File: src/include/ssi_params.svh
`ifndef SSI_PARAMS_SVH
`define SSI_PARAMS_SVH

// Register byte offsets
`define SSI_OFF_INT_ENABLE 32'h0000_00DC
`define SSI_OFF_INT_STATUS 32'h0000_010C
`define SSI_OFF_SEC_STATUS 32'h0000_0114
`define SSI_OFF_PRI_STATUS 32'h0000_0130

// Reset values
`define SSI_RST_WORD 32'h0000_0000

// Secondary status field positions
`define SSI_SEC_VID2 12
`define SSI_SEC_VID1 11
`define SSI_SEC_AIN2 10
`define SSI_SEC_AOUT2 9
`define SSI_SEC_AIN1 8
`define SSI_SEC_AOUT1 7
`define SSI_SEC_RSVD 6
`define SSI_SEC_VGATE 5
`define SSI_SEC_LGATE 4
`define SSI_SEC_EC5 3
`define SSI_SEC_EC4 2
`define SSI_SEC_EC2 1
`define SSI_SEC_EC1 0

// Interrupt status/enable positions handled inside this block
`define SSI_INT_AUDIO_FIFO 11
`define SSI_INT_VIDEO_FIFO 9
`define SSI_INT_COUNTERS 2

// Primary status position of the combined counter flag
`define SSI_PRI_COUNTERS 2

`endif

File: src/include/ssi_pkg.sv
package ssi_pkg;

  // FIFO error event pulses
  typedef struct packed {
    logic video2;
    logic video1;
    logic audio_in2;
    logic audio_out2;
    logic audio_in1;
    logic audio_out1;
  } ssi_fifo_err_s;

  // DMA base reload and channel restart pulses
  typedef struct packed {
    logic video2_reload;
    logic video1_reload;
    logic audio_in2_restart;
    logic audio_out2_restart;
    logic audio_in1_restart;
    logic audio_out1_restart;
  } ssi_dma_clr_s;

  // Event counter threshold pulses
  typedef struct packed {
    logic cnt5;
    logic cnt4;
    logic cnt2;
    logic cnt1;
  } ssi_cnt_hit_s;

endpackage

File: src/rtl/ssi_status_irq.sv
// What this block does
// - Video FIFO 2 error sets bit 12; reload or video FIFO write-one clears it.
// - Video FIFO 1 overflow sets bit 11; reload or video FIFO write-one clears it.
// - Audio in FIFO 2 underflow sets bit 10; restart or audio write-one clears it.
// - Audio out FIFO 2 overflow sets bit 9; restart or audio write-one clears it.
// - Audio in FIFO 1 underflow sets bit 8; restart or audio write-one clears it.
// - Audio out FIFO 1 overflow sets bit 7; restart or audio write-one clears it.
// - Bit 5 mirrors the live vertical gate; bit 6 is reserved.
// - Bit 4 mirrors the live line qualifier gate.
// - Counter 5 threshold sets bit 3 until combined counter write-one.
// - Counter 4 threshold sets bit 2, cleared only by combined counter write-one.
// - Counter 2 threshold sets bit 1, cleared only by combined counter write-one.
// - Counter 1 threshold sets bit 0, cleared only by combined counter write-one.
// - 32-bit read/write enable register; bits 31..29 enable bus and parity errors.
// - Enable bits 28,27 sequencer command; 26,25 sequencer late.
// - Enable bits 24,23 sequencer error; 22,21 timeout; 20 upload.
// - Enable bits 19,18 debug interface; 17,16 two-wire status and error.
// - Enable bits 15..12 audio DMA address protection, in listed order.
// - Enable bit 11 audio FIFO, 10 video protection, 9 video FIFO.
// - Enable bits 8 and 7 field identifier of ports A and B.
// - Enable bits 6..3 general purpose pins 3..0.
// - Enable bit 2 combined counters, bit 1 counter 3, bit 0 counter 0.
// - Interrupt status register mirrors enable positions; bit 2 combined counters.
// - Primary combined counter bit follows counter 5, 4, 2, 1 flags.
//
// The Wishbone slave port was left to the implementer.
`timescale 1ns/10ps
`include "ssi_params.svh"
module ssi_status_irq (
  input wire logic clk_i,
  input wire logic rst_i,
  input wire logic cyc_i,
  input wire logic stb_i,
  input wire logic we_i,
  input wire logic [31:0] adr_i,
  input wire logic [3:0] sel_i,
  input wire logic [31:0] dat_i,
  output logic [31:0] dat_o,
  output logic ack_o,
  input wire ssi_pkg::ssi_fifo_err_s fifo_err_i,
  input wire ssi_pkg::ssi_dma_clr_s dma_clr_i,
  input wire ssi_pkg::ssi_cnt_hit_s cnt_hit_i,
  input wire logic vertical_gate_i,
  input wire logic line_gate_i,
  input wire logic [31:0] irq_src_i,
  output logic combined_counter_status_o,
  output logic irq_o
);

  // Sticky flag: set wins over clear
  function automatic logic sticky(input logic cur, input logic set, input logic clr);
    sticky = set | (cur & ~clr);
  endfunction

  // Byte enables widened to a bit mask
  function automatic logic [31:0] lane_mask(input logic [3:0] sel);
    lane_mask = {{8{sel[3]}}, {8{sel[2]}}, {8{sel[1]}}, {8{sel[0]}}};
  endfunction

  logic [31:0] int_enable;
  logic [31:0] interrupt_status_register;
  logic video_fifo2_error_flag;
  logic video_fifo1_overflow_flag;
  logic audio_in_fifo2_underflow_flag;
  logic audio_out_fifo2_overflow_flag;
  logic audio_in_fifo1_underflow_flag;
  logic audio_out_fifo1_overflow_flag;
  logic counter5_threshold_flag;
  logic counter4_threshold_flag;
  logic counter2_threshold_flag;
  logic counter1_threshold_flag;

  // Bus decode
  wire req = cyc_i & stb_i;
  wire first = req & ~ack_o;
  wire wr_take = req & ack_o & we_i;
  wire hit_ier = adr_i == `SSI_OFF_INT_ENABLE;
  wire hit_ist = adr_i == `SSI_OFF_INT_STATUS;
  wire hit_sec = adr_i == `SSI_OFF_SEC_STATUS;
  wire hit_pri = adr_i == `SSI_OFF_PRI_STATUS;
  wire [31:0] wmask = lane_mask(sel_i);
  wire [31:0] ier_wmask = (wr_take & hit_ier) ? wmask : 32'h0000_0000;
  wire [31:0] w1c = (wr_take & hit_ist) ? (dat_i & wmask) : 32'h0000_0000;

  // Write-one clears of the grouped status bits
  wire clr_video = w1c[`SSI_INT_VIDEO_FIFO];
  wire clr_audio = w1c[`SSI_INT_AUDIO_FIFO];
  wire clr_count = w1c[`SSI_INT_COUNTERS];

  // Grouped events raising the interrupt status bits
  wire ev_video = fifo_err_i.video2 | fifo_err_i.video1;
  wire ev_audio = fifo_err_i.audio_in2 | fifo_err_i.audio_out2 |
                  fifo_err_i.audio_in1 | fifo_err_i.audio_out1;
  wire ev_count = cnt_hit_i.cnt5 | cnt_hit_i.cnt4 | cnt_hit_i.cnt2 | cnt_hit_i.cnt1;

  // Status set vector: grouped bits come from this block, the rest from sources
  wire [31:0] grp_pos = (32'h0000_0001 << `SSI_INT_AUDIO_FIFO) |
                        (32'h0000_0001 << `SSI_INT_VIDEO_FIFO) |
                        (32'h0000_0001 << `SSI_INT_COUNTERS);
  wire [31:0] grp_set = ({31'h0000_0000, ev_audio} << `SSI_INT_AUDIO_FIFO) |
                        ({31'h0000_0000, ev_video} << `SSI_INT_VIDEO_FIFO) |
                        ({31'h0000_0000, ev_count} << `SSI_INT_COUNTERS);
  wire [31:0] ist_set = (irq_src_i & ~grp_pos) | grp_set;
  wire [31:0] next_ist = ist_set | (interrupt_status_register & ~w1c);

  // Enable register update under byte lanes
  wire [31:0] next_ier = (dat_i & ier_wmask) | (int_enable & ~ier_wmask);

  // Secondary status word
  wire [31:0] sec_word = {19'h0_0000,
                          video_fifo2_error_flag,
                          video_fifo1_overflow_flag,
                          audio_in_fifo2_underflow_flag,
                          audio_out_fifo2_overflow_flag,
                          audio_in_fifo1_underflow_flag,
                          audio_out_fifo1_overflow_flag,
                          1'b0,
                          vertical_gate_i,
                          line_gate_i,
                          counter5_threshold_flag,
                          counter4_threshold_flag,
                          counter2_threshold_flag,
                          counter1_threshold_flag};

  // Combined counter flag for the primary status view
  wire combined_counter_status = counter5_threshold_flag | counter4_threshold_flag |
                                 counter2_threshold_flag | counter1_threshold_flag;
  wire [31:0] pri_word = {29'h0000_0000, combined_counter_status, 2'b00};

  // Read selection; unmapped reads return zero
  wire [31:0] rdata = hit_ier ? int_enable :
                      hit_ist ? interrupt_status_register :
                      hit_sec ? sec_word :
                      hit_pri ? pri_word : 32'h0000_0000;

  // Bus answer: one wait state, ack for one cycle
  always_ff @(posedge clk_i) begin
    if (rst_i) begin
      ack_o <= 1'b0;
      dat_o <= `SSI_RST_WORD;
    end else begin
      ack_o <= first;
      if (first) begin
        dat_o <= rdata;
      end
    end
  end

  // Enable and interrupt status registers
  always_ff @(posedge clk_i) begin
    if (rst_i) begin
      int_enable <= `SSI_RST_WORD;
      interrupt_status_register <= `SSI_RST_WORD;
    end else begin
      int_enable <= next_ier;
      interrupt_status_register <= next_ist;
    end
  end

  // Video FIFO flags
  always_ff @(posedge clk_i) begin
    if (rst_i) begin
      video_fifo2_error_flag <= 1'b0;
      video_fifo1_overflow_flag <= 1'b0;
    end else begin
      video_fifo2_error_flag <= sticky(video_fifo2_error_flag, fifo_err_i.video2,
                                       dma_clr_i.video2_reload | clr_video);
      video_fifo1_overflow_flag <= sticky(video_fifo1_overflow_flag, fifo_err_i.video1,
                                          dma_clr_i.video1_reload | clr_video);
    end
  end

  // Audio FIFO flags
  always_ff @(posedge clk_i) begin
    if (rst_i) begin
      audio_in_fifo2_underflow_flag <= 1'b0;
      audio_out_fifo2_overflow_flag <= 1'b0;
      audio_in_fifo1_underflow_flag <= 1'b0;
      audio_out_fifo1_overflow_flag <= 1'b0;
    end else begin
      audio_in_fifo2_underflow_flag <= sticky(audio_in_fifo2_underflow_flag, fifo_err_i.audio_in2,
                                              dma_clr_i.audio_in2_restart | clr_audio);
      audio_out_fifo2_overflow_flag <= sticky(audio_out_fifo2_overflow_flag, fifo_err_i.audio_out2,
                                              dma_clr_i.audio_out2_restart | clr_audio);
      audio_in_fifo1_underflow_flag <= sticky(audio_in_fifo1_underflow_flag, fifo_err_i.audio_in1,
                                              dma_clr_i.audio_in1_restart | clr_audio);
      audio_out_fifo1_overflow_flag <= sticky(audio_out_fifo1_overflow_flag, fifo_err_i.audio_out1,
                                              dma_clr_i.audio_out1_restart | clr_audio);
    end
  end

  // Event counter threshold flags
  always_ff @(posedge clk_i) begin
    if (rst_i) begin
      counter5_threshold_flag <= 1'b0;
      counter4_threshold_flag <= 1'b0;
      counter2_threshold_flag <= 1'b0;
      counter1_threshold_flag <= 1'b0;
    end else begin
      counter5_threshold_flag <= sticky(counter5_threshold_flag, cnt_hit_i.cnt5, clr_count);
      counter4_threshold_flag <= sticky(counter4_threshold_flag, cnt_hit_i.cnt4, clr_count);
      counter2_threshold_flag <= sticky(counter2_threshold_flag, cnt_hit_i.cnt2, clr_count);
      counter1_threshold_flag <= sticky(counter1_threshold_flag, cnt_hit_i.cnt1, clr_count);
    end
  end

  // Outputs
  assign combined_counter_status_o = combined_counter_status;
  assign irq_o = |(interrupt_status_register & int_enable);

  // Checks

  property p_vf2_set;
    @(posedge clk_i) disable iff (rst_i)
      fifo_err_i.video2 |=> video_fifo2_error_flag;
  endproperty
  a_vf2_set: assert property (p_vf2_set) else $error("video fifo 2 flag not set");

  property p_vf1_clear;
    @(posedge clk_i) disable iff (rst_i)
      (clr_video | dma_clr_i.video1_reload) && !fifo_err_i.video1 |=> !video_fifo1_overflow_flag;
  endproperty
  a_vf1_clear: assert property (p_vf1_clear) else $error("video fifo 1 flag not cleared");

  property p_ain2_restart;
    @(posedge clk_i) disable iff (rst_i)
      audio_in_fifo2_underflow_flag && dma_clr_i.audio_in2_restart && !fifo_err_i.audio_in2
      |=> !audio_in_fifo2_underflow_flag;
  endproperty
  a_ain2_restart: assert property (p_ain2_restart) else $error("audio in 2 not cleared");

  property p_aout1_set_wins;
    @(posedge clk_i) disable iff (rst_i)
      fifo_err_i.audio_out1 && clr_audio |=> audio_out_fifo1_overflow_flag &&
      interrupt_status_register[`SSI_INT_AUDIO_FIFO];
  endproperty
  a_aout1_set_wins: assert property (p_aout1_set_wins) else $error("audio out 1 set lost");

  property p_vgate_read;
    @(posedge clk_i) disable iff (rst_i)
      first && hit_sec |=> ack_o && dat_o[`SSI_SEC_VGATE] == $past(vertical_gate_i) &&
      !dat_o[`SSI_SEC_RSVD];
  endproperty
  a_vgate_read: assert property (p_vgate_read) else $error("vertical gate read wrong");

  property p_ec5_hold;
    @(posedge clk_i) disable iff (rst_i)
      counter5_threshold_flag && !clr_count |=> counter5_threshold_flag;
  endproperty
  a_ec5_hold: assert property (p_ec5_hold) else $error("counter 5 flag dropped");

  property p_ier_write;
    @(posedge clk_i) disable iff (rst_i)
      wr_take && hit_ier && sel_i == 4'hF |=> int_enable == $past(dat_i);
  endproperty
  a_ier_write: assert property (p_ier_write) else $error("enable write lost");

  property p_count_group;
    @(posedge clk_i) disable iff (rst_i)
      cnt_hit_i.cnt2 |=> interrupt_status_register[`SSI_INT_COUNTERS] && counter2_threshold_flag;
  endproperty
  a_count_group: assert property (p_count_group) else $error("combined status not set");

  property p_pri_counters;
    @(posedge clk_i) disable iff (rst_i)
      first && hit_pri |=> dat_o[`SSI_PRI_COUNTERS] == $past(combined_counter_status);
  endproperty
  a_pri_counters: assert property (p_pri_counters) else $error("primary counter bit wrong");

  property p_irq_raise;
    @(posedge clk_i) disable iff (rst_i)
      irq_src_i[31] && int_enable[31] && !(ier_wmask[31]) |=> irq_o;
  endproperty
  a_irq_raise: assert property (p_irq_raise) else $error("irq not raised");

  property p_ack_pulse;
    @(posedge clk_i) disable iff (rst_i)
      ack_o |=> !ack_o;
  endproperty
  a_ack_pulse: assert property (p_ack_pulse) else $error("ack longer than one cycle");

  property p_unmapped_zero;
    @(posedge clk_i) disable iff (rst_i)
      first && !(hit_ier | hit_ist | hit_sec | hit_pri) |=> ack_o && dat_o == 32'h0000_0000;
  endproperty
  a_unmapped_zero: assert property (p_unmapped_zero) else $error("unmapped read not zero");

  property p_vf2_clear;
    @(posedge clk_i) disable iff (rst_i)
      (dma_clr_i.video2_reload | clr_video) && !fifo_err_i.video2 |=> !video_fifo2_error_flag;
  endproperty
  a_vf2_clear: assert property (p_vf2_clear) else $error("video fifo 2 flag not cleared");

  property p_vf1_set;
    @(posedge clk_i) disable iff (rst_i)
      fifo_err_i.video1 |=> video_fifo1_overflow_flag;
  endproperty
  a_vf1_set: assert property (p_vf1_set) else $error("video fifo 1 flag not set");

  property p_ain2_clear;
    @(posedge clk_i) disable iff (rst_i)
      clr_audio && !fifo_err_i.audio_in2 |=> !audio_in_fifo2_underflow_flag;
  endproperty
  a_ain2_clear: assert property (p_ain2_clear) else $error("audio in 2 not cleared by write");

  property p_aout2_set;
    @(posedge clk_i) disable iff (rst_i)
      fifo_err_i.audio_out2 |=> audio_out_fifo2_overflow_flag &&
      interrupt_status_register[`SSI_INT_AUDIO_FIFO];
  endproperty
  a_aout2_set: assert property (p_aout2_set) else $error("audio out 2 flag not set");

  property p_ain1_restart;
    @(posedge clk_i) disable iff (rst_i)
      dma_clr_i.audio_in1_restart && !fifo_err_i.audio_in1 |=> !audio_in_fifo1_underflow_flag;
  endproperty
  a_ain1_restart: assert property (p_ain1_restart) else $error("audio in 1 not cleared");

  property p_aout1_clear;
    @(posedge clk_i) disable iff (rst_i)
      clr_audio && !fifo_err_i.audio_out1 |=> !audio_out_fifo1_overflow_flag;
  endproperty
  a_aout1_clear: assert property (p_aout1_clear) else $error("audio out 1 not cleared");

  property p_sec_upper_zero;
    @(posedge clk_i) disable iff (rst_i)
      first && hit_sec |=> dat_o[31:13] == 19'h0_0000;
  endproperty
  a_sec_upper_zero: assert property (p_sec_upper_zero) else $error("secondary upper bits set");

  property p_lgate_read;
    @(posedge clk_i) disable iff (rst_i)
      first && hit_sec |=> dat_o[`SSI_SEC_LGATE] == $past(line_gate_i);
  endproperty
  a_lgate_read: assert property (p_lgate_read) else $error("line gate read wrong");

  property p_ec4_clear;
    @(posedge clk_i) disable iff (rst_i)
      clr_count && !cnt_hit_i.cnt4 |=> !counter4_threshold_flag;
  endproperty
  a_ec4_clear: assert property (p_ec4_clear) else $error("counter 4 flag not cleared");

  property p_ec2_hold;
    @(posedge clk_i) disable iff (rst_i)
      counter2_threshold_flag && !clr_count |=> counter2_threshold_flag;
  endproperty
  a_ec2_hold: assert property (p_ec2_hold) else $error("counter 2 flag dropped");

  property p_ec1_set;
    @(posedge clk_i) disable iff (rst_i)
      cnt_hit_i.cnt1 |=> counter1_threshold_flag && combined_counter_status_o;
  endproperty
  a_ec1_set: assert property (p_ec1_set) else $error("counter 1 flag not set");

  property p_ier_hold;
    @(posedge clk_i) disable iff (rst_i)
      !(wr_take && hit_ier) |=> $stable(int_enable);
  endproperty
  a_ier_hold: assert property (p_ier_hold) else $error("enable changed without write");

  property p_ist_clear;
    @(posedge clk_i) disable iff (rst_i)
      w1c[31] && !irq_src_i[31] |=> !interrupt_status_register[31];
  endproperty
  a_ist_clear: assert property (p_ist_clear) else $error("status bit not cleared");

  property p_count_clear;
    @(posedge clk_i) disable iff (rst_i)
      clr_count && !ev_count |=> !combined_counter_status_o;
  endproperty
  a_count_clear: assert property (p_count_clear) else $error("combined counter not cleared");

  property p_irq_drop;
    @(posedge clk_i) disable iff (rst_i)
      irq_o && (w1c == 32'hFFFF_FFFF) && (irq_src_i == 32'h0000_0000) &&
      !ev_video && !ev_audio && !ev_count |=> !irq_o;
  endproperty
  a_irq_drop: assert property (p_irq_drop) else $error("irq not dropped");

  property p_ack_answer;
    @(posedge clk_i) disable iff (rst_i)
      first |=> ack_o;
  endproperty
  a_ack_answer: assert property (p_ack_answer) else $error("request not acknowledged");

endmodule

File: config.mk
export PLATFORM = sky130hd
export DESIGN_NAME = ssi_status_irq
export DESIGN_NICKNAME = d
export VERILOG_FILES = /design/src/include/ssi_pkg.sv /design/src/rtl/ssi_status_irq.sv
export VERILOG_INCLUDE_DIRS = /design/src /design/src/include
export SDC_FILE = /design/constraint.sdc
export NUM_CORES = 1
export LEC_CHECK = 0
export ABC_AREA = 1
export BUFFER_PORTS_ARGS = -buffer_cell sky130_fd_sc_hd__buf_2
export CAP_MARGIN = 20
export CORE_MARGIN = 4
export CORE_UTILIZATION = 40
export DETAILED_ROUTE_END_ITERATION = 6
export GPL_TIMING_DRIVEN = 0
export PLACE_DENSITY_LB_ADDON = 0.25
export SYNTH_ARGS = -nofsm -noshare
export SYNTH_HDL_FRONTEND = slang
export SYNTH_SLANG_ARGS = --single-unit
File: constraint.sdc
create_clock -name clk_i -period 1.8 [get_ports clk_i]
set_input_delay 0 -clock clk_i [delete_from_list [all_inputs] [get_ports clk_i]]
set_output_delay 0 -clock clk_i [all_outputs]
set_load 0.05 [all_outputs]
==> summary.txt <==
Global route
  • Total GRT Usage: 23.5%
  • Initial antenna violation count: 0
  • Largest net degree at the start of global routing: 17
  • First-pass GRT wire length: 26700 um
  • Grt ovf: 0
  • Vias in the first global route: 5513

Timing
  • Worst slew margin: 52.4%
  • RSZ-0062 raised after global routing: true
  • Tcrit/Tclk final: 90.9%
  • Measured slew at the worst slew-check pin: 0.714 ns
  • Endpoints failing setup: 0
  • Final hold viol count: 0
  • Fin crit period: 1.64 ns
  • Fmax: 611 MHz
  • Clock skew: 0.00478 ns
  • Final Max Tran Viols: 0

Power
  • Power Density: 757 mW/mm^2
  • Leakage Power: 0.00319 uW
  • VDD IR-drop max: 0.429 mV

Yosys
  • Post-Synth Simple-Gate Area: 30.6%
  • Biggest area consumer among synthesized cells: dfxtp_1
  • Flop and latch count out of synthesis: 107
  • Compound-Gate Fraction of Synth Area: 16.2%
  • Post-synthesis adder-cell area fraction: 0%
  • Mean Syn Cell Area: 6.77 um^2
  • Xor/xnor share of the synthesized area: 0%
  • Mux cell area share after synthesis: 0%
  • Warnings, synthesis: 0
  • Post-synthesis sequential area ratio: 43.1%
  • Largest family of logic cells by synthesized area: simple AND/OR/NAND/NOR gates
  • Distinct cells, synth: 26
  • Synth top area share: 43.1%
  • Synthesized Nets: 857
  • Mapped Cells: 734
  • Synth area leaders: dfxtp_1, nor2_1, nand2_1
  • Mapped Area: 0.00497 mm^2

Detailed routing
  • WL per Instance: 14.6 um
  • Initial DRC count: 404
  • Vias: 5622
  • Post-Route WL: 16700 um
  • Drt pass-1 iters: 7
  • Vias per cell: 4.90
  • Routed Antenna Nets: 0
  • Drt drc: 0

Worst setup path
  • Crit path max fanout: 3
  • Worst path most repeated cell: nand2_1
  • Buf/Inv on CP: 1
  • Crit path launch type: flop
  • Setup CP Type: reg -> out
  • Crit path max-delay family: simple AND/OR/NAND/NOR gates
  • WP data arrival: 1.64 ns
  • Slowest cell delay on critical path: 0.34 ns
  • Worst setup EP type: output port
  • Crit-path cells: nand2_1 -> nand2_1 -> a221oi_2 -> nand2_1 -> nor2_1 -> nand2_1 -> buf_2
  • CP max-delay cell: dfxtp_1
  • Data required, critical path: 1.80 ns

Die
  • Initial core utilization: 41.2%
  • Die Span X: 119 um
  • Num ports: 158
  • Core Footprint: 0.0121 mm^2
  • FP Rows: 40
  • Die Ht: 119 um
  • Die footprint: 0.0143 mm^2

Outcome
  • Status: completed

Place
  • Post-DP Area: 0.00593 mm^2
  • RePlAce Congestion: 0.868
  • Port-buffer cells: 151
  • Post-DP HPWL: 11900 um

Worst hold path
  • Hold crit path type: in -> reg

Clocking
  • Post-CTS Repair Setup Buffers: 0
  • Later-pin clock latency in the skew report: 0.36 ns
  • Root buffer cell: clkbuf_16
  • CTS tree: built
  • Clock transition at path regs: 0.07 ns
  • Longest Clk Path Bufs: 2
  • H-Tree Depth: 3
  • Clock sinks: 107
  • CTS buffer count: 9

Finish
  • Final cell utilization of the core: 58.4%
  • Final Cell Area: 0.00704 mm^2
  • Filler cells: 1158
  • Nets: 1098
  • Layout cell share with drive strength beyond 1: 19.7%
  • Area Overhead vs Synth: 41.7%
  • Antenna cells: 0

Run
  • MaxCap Viol Count: 0
-- cell usage in the layout (no fill, tap or decap), types with 2 or more instances in the layout --
master           n
clkbuf_2         4
a221oi_1         2
nor2_1         131
a31o_2           2
clkbuf_16        9
o22ai_1          7
nand3_2          2
nor4_1           2
dfxtp_1        107
nand2_1        122
nor3_1           3
clkbuf_1        23
nor2_4           6
nand2_2          2
a31oi_1          4
buf_2          153
a21oi_1         76
o211ai_1         7
inv_2            3
inv_1           86
nand4_1          2
nand3_1         84
buf_6            5
dlygate4sd3_1   79
o21ai_0         50
-- final timing paths --
kind,cells after the start,startpoint,to,slack [ns]
max,7,interrupt_status_register[4],irq_o,0.16
min reg2reg,2,flop,flop,0.47
max reg2reg,5,ack_o,dat_o[31],0.16
min,4,sel_i[2],interrupt_status_register[21],0.02
-- kinds of logic (layout without fill, tap and decap cells) --
group           count (synthesis)  in the layout
simple gates                  356            356
compound gates                150            150
buf+inv                       121            366
flops                         107            107
-- repair_timing --
item | CTS | global route
setup endpoints to repair | 16 | 42
resized for setup | 2 | 12
endpoints found under the hold margin | 76 | 0
pin swaps | 0 | 0
hold buffers | 79 | 0
-- cell type report --
type | count | area [um^2] | share of cell area, %
repair buffers | 230 | 1550 | 22.0
flip-flops and latches | 107 | 2140 | 30.4
clock buffers | 12 | 236 | 3.36
plain buffers | 32 | 169 | 2.40
multi-input cells | 506 | 2350 | 33.4
inverters | 89 | 334 | 4.75
well taps | 168 | 210 | 2.99
clock inverters | 3 | 48.8 | 0.693
-- power by group --
group	switching, uW	total [uW]	internal [uW]
clock network	883	1970	1080
registers	73.8	2550	2480
logic	477	813	335
-- per-stage QoR --
| step | TNS, ns | setup WS, ns | hold slack, ns | cells | power (uW) |
|---|---|---|---|---|---|
| floorplan | 0 | 0.0204 | 0.117 | 734 | 2980 |
| global placement | -0.334 | -0.0804 | 0.205 | 1053 | 3260 |
| detailed placement | -0.218 | -0.0534 | 0.210 | 1053 | 3270 |
| CTS | 0 | 0.0370 | 0.00757 | 1147 | 5340 |
| global route | -0.0142 | -0.00860 | 0.0254 | 1147 | 5530 |
| finish | 0 | 0.163 | 0.0178 | 1147 | 5330 |
-- synthesized netlist by cell type --
cell type  instances
nor2_1           133
nand2_1          122
dfxtp_1          107
inv_1             86
nand3_1           85
a21oi_1           76
o21ai_0           50
clkbuf_1          24
o211ai_1           7
o22ai_1            7
buf_6              5
a31oi_1            4
nor2_4             4
a221oi_1           3
inv_2              3
nor3_1             3
a31o_2             2
buf_2              2
nand2_2            2
nand4_1            2
nor4_1             2
buf_4              1
nand2_4            1
nand3_2            1
nor2_8             1
o221ai_1           1
-- worst register-to-register path, stage by stage, from the launching register on --
cell,delay (ns)
dfxtp_1,0.36
nor2_1,0.45
clkbuf_2,0.38
o21ai_0,0.14
o21ai_0,0.16
inv_1,0.05
-- layer usage --
layer | part of all wire (%) | vias up | routed length [um] | track usage, %
li1 | - | 2874 | - | -
met1 | 44 | 2519 | 7310 | 30.0
met2 | 48 | 196 | 7970 | 39.7
met3 | 6.7 | 33 | 1120 | 5.75
met4 | 1.7 | 0 | 286 | 6.23
met5 | 0 | - | 0 | 0
Power figures use the tool's default switching activity.
